[config.mk]
export PLATFORM = sky130hd
export DESIGN_NAME = rpm_ctrl
export DESIGN_NICKNAME = d
export VERILOG_FILES = /design/src/logic/rpm_pkg.sv /design/src/logic/rpm_mode_decode.sv /design/src/logic/rpm_settle_timer.sv /design/src/logic/rpm_ctrl.sv
export SDC_FILE = /design/constraint.sdc
export NUM_CORES = 1
export LEC_CHECK = 0
export ABC_AREA = 1
export CAP_MARGIN = 20
export CORE_MARGIN = 2
export CORE_UTILIZATION = 55
export CTS_BUF_LIST = sky130_fd_sc_hd__clkbuf_2 sky130_fd_sc_hd__clkbuf_4 sky130_fd_sc_hd__clkbuf_8
export CTS_CLUSTER_DIAMETER = 120
export DETAILED_ROUTE_END_ITERATION = 16
export DONT_BUFFER_PORTS = 1
export GPL_TIMING_DRIVEN = 0
export PLACE_DENSITY = 0.81
export REMOVE_ABC_BUFFERS = 1
export SKIP_CTS_REPAIR_TIMING = 1
export SYNTH_ARGS = -nofsm -noshare
export SYNTH_HDL_FRONTEND = slang
export SYNTH_SLANG_ARGS = --single-unit
[constraint.sdc]
create_clock -name pclk -period 1.87 [get_ports pclk]
set_input_delay 0.2805 -clock pclk [delete_from_list [all_inputs] [get_ports pclk]]
set_output_delay 0.2805 -clock pclk [all_outputs]
set_load 0.005 [all_outputs]
[src/logic/rpm_pkg.sv]
// package of constants and types for the radio power mode controller
package rpm_pkg;
	// --------------------------------------------------------------
	// register map
	// --------------------------------------------------------------
	localparam logic [11:0] RPM_ADDR_MODE = 12'h000;
	localparam logic [11:0] RPM_ADDR_STAT = 12'h004;
	localparam logic [11:0] RPM_ADDR_IRQ_STAT = 12'h008;
	localparam logic [11:0] RPM_ADDR_IRQ_MASK = 12'h00c;
	localparam logic [3:0] RPM_MODE_RESET = 4'h0;
	localparam int RPM_STAT_READY_BIT = 0;
	localparam int RPM_STAT_BROWN_BIT = 1;
	localparam int RPM_IRQ_W = 3;
	localparam int RPM_IRQ_READY_BIT = 0;
	localparam int RPM_IRQ_BROWN_BIT = 1;
	localparam int RPM_IRQ_MODE_BIT = 2;
	// --------------------------------------------------------------
	// mode codes
	// --------------------------------------------------------------
	localparam logic [3:0] RPM_CODE_RETAIN = 4'h0;
	localparam logic [3:0] RPM_CODE_OFF = 4'h1;
	localparam logic [3:0] RPM_CODE_STANDBY = 4'h5;
	localparam logic [3:0] RPM_CODE_FIFO = 4'h6;
	localparam logic [3:0] RPM_CODE_RX_SETTLE = 4'h8;
	localparam logic [3:0] RPM_CODE_RX = 4'h9;
	localparam logic [3:0] RPM_CODE_WOR = 4'hb;
	localparam logic [3:0] RPM_CODE_TX_SETTLE = 4'hc;
	localparam logic [3:0] RPM_CODE_TX = 4'hd;
	// --------------------------------------------------------------
	// timing
	// --------------------------------------------------------------
	localparam int RPM_CLK_MHZ = 100;
	localparam int RPM_REG_SETTLE_NS = 1000;
	localparam int RPM_REG_SETTLE_CYC = (RPM_REG_SETTLE_NS * RPM_CLK_MHZ + 999) / 1000;
	localparam int RPM_WAKE_INIT_NS = 2000;
	localparam int RPM_WAKE_INIT_CYC = (RPM_WAKE_INIT_NS * RPM_CLK_MHZ + 999) / 1000;

	typedef enum logic [1:0] {RPM_ST_IDLE, RPM_ST_WAIT_FIFO, RPM_ST_SETTLE} rpm_seq_t;

	function automatic logic rpm_code_legal(input logic [3:0] c);
		return c == RPM_CODE_RETAIN || c == RPM_CODE_OFF || c == RPM_CODE_STANDBY ||
			c == RPM_CODE_FIFO || c == RPM_CODE_RX_SETTLE || c == RPM_CODE_RX ||
			c == RPM_CODE_WOR || c == RPM_CODE_TX_SETTLE || c == RPM_CODE_TX;
	endfunction : rpm_code_legal

	function automatic logic rpm_needs_fifo_empty(input logic [3:0] c);
		return c == RPM_CODE_RETAIN || c == RPM_CODE_STANDBY || c == RPM_CODE_WOR;
	endfunction : rpm_needs_fifo_empty
endpackage : rpm_pkg

[src/logic/rpm_mode_decode.sv]
// decoder from power state code to supply and block enables
`timescale 1ns/100ps
`default_nettype none
module rpm_mode_decode
	import rpm_pkg::*;
(
	input wire logic [3:0] code,
	output logic core_supply_en,
	output logic xtal_en,
	output logic ref_en,
	output logic synth_en,
	output logic synth_tx_freq,
	output logic rx_en,
	output logic tx_en,
	output logic lpo_en,
	output logic fifo_access_en
);
	always_comb begin
		core_supply_en = 1'b1;
		xtal_en = 1'b1;
		ref_en = 1'b1;
		synth_en = 1'b0;
		synth_tx_freq = 1'b0;
		rx_en = 1'b0;
		tx_en = 1'b0;
		lpo_en = 1'b0;
		fifo_access_en = 1'b1;
		unique case (code)
			RPM_CODE_RETAIN, RPM_CODE_WOR, RPM_CODE_OFF: begin
				core_supply_en = 1'b0;
				xtal_en = 1'b0;
				ref_en = 1'b0;
				fifo_access_en = 1'b0;
				lpo_en = (code == RPM_CODE_WOR);
			end
			RPM_CODE_STANDBY: fifo_access_en = 1'b0;
			RPM_CODE_FIFO: xtal_en = 1'b0;
			RPM_CODE_RX_SETTLE: synth_en = 1'b1;
			RPM_CODE_RX: begin
				synth_en = 1'b1;
				rx_en = 1'b1;
			end
			RPM_CODE_TX_SETTLE: begin
				synth_en = 1'b1;
				synth_tx_freq = 1'b1;
			end
			RPM_CODE_TX: begin
				synth_en = 1'b1;
				synth_tx_freq = 1'b1;
				tx_en = 1'b1;
			end
			default: begin
				core_supply_en = 1'b0;
				xtal_en = 1'b0;
				ref_en = 1'b0;
				fifo_access_en = 1'b0;
			end
		endcase
	end
endmodule : rpm_mode_decode
`default_nettype wire

[src/logic/rpm_settle_timer.sv]
// down counter timing regulator settling and wake initialisation
`timescale 1ns/100ps
`default_nettype none
module rpm_settle_timer #(
	parameter int W = 16
) (
	input wire logic pclk,
	input wire logic presetn,
	input wire logic start,
	input wire logic [W-1:0] count,
	output logic busy
);
	logic [W-1:0] cnt_r;

	always_ff @(posedge pclk or negedge presetn) begin
		if (!presetn) begin
			cnt_r <= '0;
		end else if (start) begin
			cnt_r <= count;
		end else if (cnt_r != '0) begin
			cnt_r <= cnt_r - 1'b1;
		end
	end

	assign busy = start || (cnt_r != '0);
endmodule : rpm_settle_timer
`default_nettype wire

[src/logic/rpm_ctrl.sv]
// radio power mode controller with apb registers and interrupt
//
// Design decisions made here: the placing of the registers and the APB interface to the registers.
`timescale 1ns/100ps
`default_nettype none
module rpm_ctrl
	import rpm_pkg::*;
#(
	parameter int REG_SETTLE_CYC = RPM_REG_SETTLE_CYC,
	parameter int WAKE_INIT_CYC = RPM_WAKE_INIT_CYC
) (
	input wire logic pclk,
	input wire logic presetn,
	input wire logic psel,
	input wire logic penable,
	input wire logic pwrite,
	input wire logic [11:0] paddr,
	input wire logic [31:0] pwdata,
	input wire logic [3:0] pstrb,
	output logic [31:0] prdata,
	output logic pready,
	output logic pslverr,
	input wire logic fifo_empty,
	input wire logic io_brownout,
	input wire logic wake_strobe_n,
	output logic fifo_flush,
	output logic data_out_ready,
	output logic core_supply_en,
	output logic xtal_en,
	output logic ref_en,
	output logic synth_en,
	output logic synth_tx_freq,
	output logic rx_en,
	output logic tx_en,
	output logic lpo_en,
	output logic fifo_access_en,
	output logic irq
);
	// --------------------------------------------------------------
	// state
	// --------------------------------------------------------------
	logic [3:0] req_code_r;
	logic [3:0] active_code_r;
	rpm_seq_t seq_r;
	logic [RPM_IRQ_W-1:0] irq_stat_r;
	logic [RPM_IRQ_W-1:0] irq_mask_r;
	logic ready_r;
	logic ready_q_r;
	logic brown_q_r;
	logic waking_r;
	logic [31:0] prdata_r;
	logic wr_en;
	logic rd_en;
	logic addr_ok;
	logic mode_wr;
	logic apply;
	logic timer_start;
	logic timer_busy;
	logic [15:0] timer_count;
	logic in_off;
	logic wake_evt;
	logic [RPM_IRQ_W-1:0] irq_set;
	logic [3:0] dec_code;

	// --------------------------------------------------------------
	// apb decode
	// --------------------------------------------------------------
	assign addr_ok = paddr == RPM_ADDR_MODE || paddr == RPM_ADDR_STAT ||
		paddr == RPM_ADDR_IRQ_STAT || paddr == RPM_ADDR_IRQ_MASK;
	assign pready = 1'b1;
	assign pslverr = psel && penable && !addr_ok;
	// bus writes are ignored while the transceiver sleeps in full-off; reads still answer
	assign wr_en = psel && penable && pwrite && addr_ok && pstrb[0] && !in_off;
	assign rd_en = psel && !penable && !pwrite;
	assign mode_wr = wr_en && paddr == RPM_ADDR_MODE;
	assign in_off = active_code_r == RPM_CODE_OFF;
	assign wake_evt = in_off && !wake_strobe_n;

	// --------------------------------------------------------------
	// mode request register
	// --------------------------------------------------------------
	always_ff @(posedge pclk or negedge presetn) begin
		if (!presetn) begin
			req_code_r <= RPM_MODE_RESET;
		end else if (wake_evt) begin
			req_code_r <= RPM_MODE_RESET;
		end else if (mode_wr && rpm_code_legal(pwdata[3:0])) begin
			req_code_r <= pwdata[3:0];
		end
	end

	// --------------------------------------------------------------
	// sequencer: wait for empty fifo before RETAIN, STANDBY or WOR, then apply code and settle supplies
	// --------------------------------------------------------------
	assign apply = (seq_r == RPM_ST_IDLE && req_code_r != active_code_r &&
		!rpm_needs_fifo_empty(req_code_r)) ||
		(seq_r == RPM_ST_WAIT_FIFO && fifo_empty);
	assign timer_start = apply || wake_evt;
	assign timer_count = wake_evt ? 16'(WAKE_INIT_CYC) : 16'(REG_SETTLE_CYC);

	always_ff @(posedge pclk or negedge presetn) begin
		if (!presetn) begin
			seq_r <= RPM_ST_IDLE;
		end else begin
			unique case (seq_r)
				RPM_ST_IDLE: begin
					if (apply) begin
						seq_r <= RPM_ST_SETTLE;
					end else if (req_code_r != active_code_r) begin
						seq_r <= RPM_ST_WAIT_FIFO;
					end
				end
				RPM_ST_WAIT_FIFO: begin
					if (fifo_empty) begin
						seq_r <= RPM_ST_SETTLE;
					end
				end
				RPM_ST_SETTLE: begin
					if (!timer_busy) begin
						seq_r <= RPM_ST_IDLE;
					end
				end
				default: seq_r <= RPM_ST_IDLE;
			endcase
		end
	end

	always_ff @(posedge pclk or negedge presetn) begin
		if (!presetn) begin
			active_code_r <= RPM_MODE_RESET;
		end else if (wake_evt) begin
			active_code_r <= RPM_MODE_RESET;
		end else if (apply) begin
			active_code_r <= req_code_r;
		end
	end

	always_ff @(posedge pclk or negedge presetn) begin
		if (!presetn) begin
			waking_r <= 1'b0;
		end else if (wake_evt) begin
			waking_r <= 1'b1;
		end else if (!timer_busy) begin
			waking_r <= 1'b0;
		end
	end

	// data-out low in full-off and during wake init, high once the wake timer runs out
	assign data_out_ready = !waking_r && !in_off;

	rpm_settle_timer #(
		.W(16)
	) u_timer (
		.pclk(pclk),
		.presetn(presetn),
		.start(timer_start),
		.count(timer_count),
		.busy(timer_busy)
	);

	// --------------------------------------------------------------
	// supply enables follow the applied code
	// --------------------------------------------------------------
	assign dec_code = active_code_r;

	rpm_mode_decode u_dec (
		.code(dec_code),
		.core_supply_en(core_supply_en),
		.xtal_en(xtal_en),
		.ref_en(ref_en),
		.synth_en(synth_en),
		.synth_tx_freq(synth_tx_freq),
		.rx_en(rx_en),
		.tx_en(tx_en),
		.lpo_en(lpo_en),
		.fifo_access_en(fifo_access_en)
	);

	// fifo contents discarded whenever access is removed
	assign fifo_flush = !fifo_access_en;

	// --------------------------------------------------------------
	// status
	// --------------------------------------------------------------
	always_ff @(posedge pclk or negedge presetn) begin
		if (!presetn) begin
			ready_r <= 1'b0;
		end else begin
			ready_r <= !timer_busy && seq_r != RPM_ST_SETTLE && core_supply_en;
		end
	end

	always_ff @(posedge pclk or negedge presetn) begin
		if (!presetn) begin
			ready_q_r <= 1'b0;
			brown_q_r <= 1'b0;
		end else begin
			ready_q_r <= ready_r;
			brown_q_r <= io_brownout;
		end
	end

	// --------------------------------------------------------------
	// interrupts: set wins over write-one-to-clear
	// --------------------------------------------------------------
	always_comb begin
		irq_set = '0;
		irq_set[RPM_IRQ_READY_BIT] = ready_r && !ready_q_r;
		irq_set[RPM_IRQ_BROWN_BIT] = io_brownout && !brown_q_r;
		irq_set[RPM_IRQ_MODE_BIT] = apply;
	end

	always_ff @(posedge pclk or negedge presetn) begin
		if (!presetn) begin
			irq_stat_r <= '0;
		end else if (wake_evt) begin
			irq_stat_r <= irq_set;
		end else if (wr_en && paddr == RPM_ADDR_IRQ_STAT) begin
			irq_stat_r <= (irq_stat_r & ~pwdata[RPM_IRQ_W-1:0]) | irq_set;
		end else begin
			irq_stat_r <= irq_stat_r | irq_set;
		end
	end

	always_ff @(posedge pclk or negedge presetn) begin
		if (!presetn) begin
			irq_mask_r <= '0;
		end else if (wake_evt) begin
			irq_mask_r <= '0;
		end else if (wr_en && paddr == RPM_ADDR_IRQ_MASK) begin
			irq_mask_r <= pwdata[RPM_IRQ_W-1:0];
		end
	end

	assign irq = |(irq_stat_r & irq_mask_r);

	// --------------------------------------------------------------
	// read data, captured in the setup phase
	// --------------------------------------------------------------
	always_ff @(posedge pclk or negedge presetn) begin
		if (!presetn) begin
			prdata_r <= '0;
		end else if (rd_en) begin
			prdata_r <= '0;
			unique case (paddr)
				RPM_ADDR_MODE: prdata_r[3:0] <= req_code_r;
				RPM_ADDR_STAT: begin
					prdata_r[RPM_STAT_READY_BIT] <= ready_r;
					prdata_r[RPM_STAT_BROWN_BIT] <= io_brownout;
				end
				RPM_ADDR_IRQ_STAT: prdata_r[RPM_IRQ_W-1:0] <= irq_stat_r;
				RPM_ADDR_IRQ_MASK: prdata_r[RPM_IRQ_W-1:0] <= irq_mask_r;
				default: prdata_r <= '0;
			endcase
		end
	end

	assign prdata = prdata_r;
endmodule : rpm_ctrl
`default_nettype wire

==> impl_metrics.env <==
export IMPL_status="complete, no violations"
export IMPL_fp_row_count=24
export IMPL_clock_skew_ns=0.00728
export IMPL_dp_hpwl_um=4010
export IMPL_met3_usage_pct=7.32
export IMPL_port_buffers=0
export IMPL_cts_sinks=40
export IMPL_peakVddDrop_mv=0.543
export IMPL_track_usage_pct=21.4
export IMPL_cp_max_fo=14
export IMPL_die_w_um=72.6
export IMPL_met2_usage_pct=33.4
export IMPL_final_nets=410
export IMPL_antenna_found_initial=0
export IMPL_top_usage_layer="met2"
export IMPL_drt_total_wl_um=5310
export IMPL_p_leak_nw=1.35
export IMPL_core_area_sq_um=4440
export IMPL_die_area_sq_um=5270
export IMPL_synth_compound_area_share_pct=9.03
export IMPL_syn_to_final_growth_pct=3.48
export IMPL_power_density_nw_per_um2=1160
export IMPL_drt_initial_drc_count=166
export IMPL_synth_seq_cells=40
export IMPL_post_route_min_period_ns=1.78
export IMPL_insertion_delay_ns=0.31
export IMPL_hold_path_class="in -> reg"
export IMPL_hold_slack_ns=0.127
export IMPL_cts_tree="built"
export IMPL_ant_nets=0
export IMPL_place_inst=393
export IMPL_final_period_utilization_pct=95.2
export IMPL_layout_cells_non_filler=406
export IMPL_via_count=2199
export IMPL_grt_pass1_wl_um=8710
export IMPL_setup_violations=0
export IMPL_drc_errors=0
export IMPL_cap_violations=0
export IMPL_n_antenna_cell=0
export IMPL_cts_buffers=5
export IMPL_cts_htree_levels=2
export IMPL_arrival_ns=1.98
export IMPL_required_ns=2.07
export IMPL_firstDrtPassIters=4
export IMPL_maxSlewViolCount=0
export IMPL_rsz0062_at_grt="yes"
export IMPL_vias_per_cell=5.42
export IMPL_crit_type="reg -> reg"
export IMPL_crit_path_start_kind="flip-flop"
export IMPL_cts_max_path_buffers=2
export IMPL_grt_util_met1_pct=28.1
export IMPL_grt_pass1_vias=1951
export IMPL_fin_area_sq_um=2680
export IMPL_postSynthCellCount=346
export IMPL_gp_congestion=0.947
export IMPL_muxShareOfSynthArea_pct=0
export IMPL_drive_gt1_share_pct=12.1
export IMPL_wl_per_cell_um=13.1
export IMPL_avgSynthCellArea_sq_um=7.49
export IMPL_hold_violations=0
export IMPL_ios=102
export IMPL_synth_top_family_by_area="simple AND/OR/NAND/NOR gates"
export IMPL_synth_fa_ha_area_share_pct=0.483
export IMPL_synth_distinct_cells=37
export IMPL_grt_ovfl_total=0
export IMPL_synth_warnings=0
export IMPL_placed_area_sq_um=2510
export IMPL_synth_seq_area_share_pct=38.6
export IMPL_root_buffer="clkbuf_8"
export IMPL_synth_xor_area_share_pct=3.04
export IMPL_timing_fmax_ghz=0.562
export IMPL_clk_pin_slew_ns=0.08
export IMPL_die_y_um=72.6
export IMPL_end_kind="flip-flop"
export IMPL_start_util_pct=58.3
export IMPL_synth_simple_gate_area_share_pct=32.5
export IMPL_grt_max_degree=41
export IMPL_synth_cell_area_sq_um=2590
[per-layer routing]
layer	share of wire [%]	vias to the layer above
met1	46	1036
li1	-	1063
met4	1.6	0
met5	0	-
met3	7.9	9
met2	44	91
[cells in the mapped netlist]
library cell	count	area, sq um
nand2_4	1	11.3
nand3_1	23	115
xor2_1	8	70.1
o31ai_1	3	22.5
buf_6	1	11.3
and3_1	1	6.26
xnor2_1	1	8.76
o22ai_2	3	37.5
o21bai_1	1	7.51
nand3b_1	2	15.0
nor3_2	3	30.0
dfrtp_1	40	1000
conb_1	2	7.51
nor2_1	40	150
a21oi_1	5	25.0
nor2_2	2	12.5
a21boi_1	1	7.51
nor4_1	1	6.26
nand4_2	1	12.5
o211ai_1	1	7.51
nor3_1	11	55.1
nand2_1	79	297
ha_1	1	12.5
inv_2	10	37.5
inv_1	36	135
buf_4	30	225
a21oi_2	2	17.5
nor2_4	2	22.5
o21ai_0	17	85.1
nand4_1	8	50.1
or2_2	2	12.5
o21ai_1	1	5.00
nor2_8	1	20.0
buf_2	1	5.00
o22ai_1	3	18.8
nor3_4	1	16.3
nand3_2	1	10.0
[through the flow]
step                      setup WS [ns]  TNS, ns  utilization, %  power, mW
after CTS                        0.0584        0            58.8       3.05
after detailed placement         0.0888        0            56.6       2.43
after floorplan                   0.342        0               -       2.18
after global placement            0.108        0            56.6       2.36
final                            0.0900        0            60.3       3.10
after global routing            -0.0432  -0.0432            60.3       3.34
[final cells by class]
class	instances	area [sq um]
clock inverter	1	7.51
tap	52	65.1
fill	388	1760
clock buffer	7	90.1
sequential	40	1000
multi-input combinational	255	1280
inverter	46	173
timing repair buffer	5	62.6
[worst max-delay path, stage by stage, from the launching register on]
cell and delay (ns):
dfrtp_1 0.42, inv_2 0.11, nand2_1 0.09, inv_2 0.06, nand3_1 0.17, nor2_4 0.27, inv_2 0.18, nand4_2 0.16
nand2_1 0.09, nand3_1 0.07, nand2_1 0.05
[layout by cell type (no fill, tap or decap), types with 2 or more instances in the layout]
cell           Yosys  routed
inv_1             36      35
dfrtp_1           40      40
nor2_4             2       2
dlygate4sd3_1      0       2
o22ai_1            3       3
a21oi_2            2       2
o21ai_0           17      17
nand3_1           23      23
xor2_1             8       8
nand4_1            8       8
o31ai_1            3       3
inv_2             10      11
a21oi_1            5       5
nor2_1            40      40
nand2_1           79      78
nand3b_1           2       2
buf_4             30       2
o22ai_2            3       3
conb_1             2      29
clkbuf_8           0       6
nor3_1            11      11
or2_2              2       2
nor2_2             2       2
nor3_2             3       3
[registers in the layout, indices dropped and copies added, names as in the netlist]
signal,cells
u_timer.cnt_r,16
active_code_r,4
prdata,4
req_code_r,4
irq_mask_r,3
irq_stat_r,3
seq_r,2
brown_q_r,1
ready_q_r,1
ready_r,1
waking_r,1
[cells by family (layout without fill, tap and decap cells)]
kind of cell,count (synthesis),in the layout
AOI/OAI and AO/OA,37,37
xor gates and xnor gates,9,9
adders and majority gates,1,1
buffers and inverters,78,59
DFF,40,40
other,2,29
and+or+nand+nor,179,179
[worst paths after layout]
kind	slack (ns)	end	start	cells past startpoint
worst min-delay path	0.13	irq_stat_r[1]	io_brownout	2
worst max-delay path	0.09	seq_r[0]	active_code_r[1]	10
worst min register to register	0.43	irq_stat_r[0]	ready_q_r	1
max in group asynchronous	1.22	u_timer.cnt_r[12]	presetn	2
worst max register to register	0.09	seq_r[0]	active_code_r[1]	10
min in group asynchronous	0.46	seq_r[0]	presetn	2
[power by group]
part           switching [mW]  total (mW)  internal [mW]
Clock                   0.316       0.630          0.314
Sequential              0.178        1.26           1.08
Combinational           0.790        1.21          0.425
No activity file was read; power rests on OpenSTA's default activity.
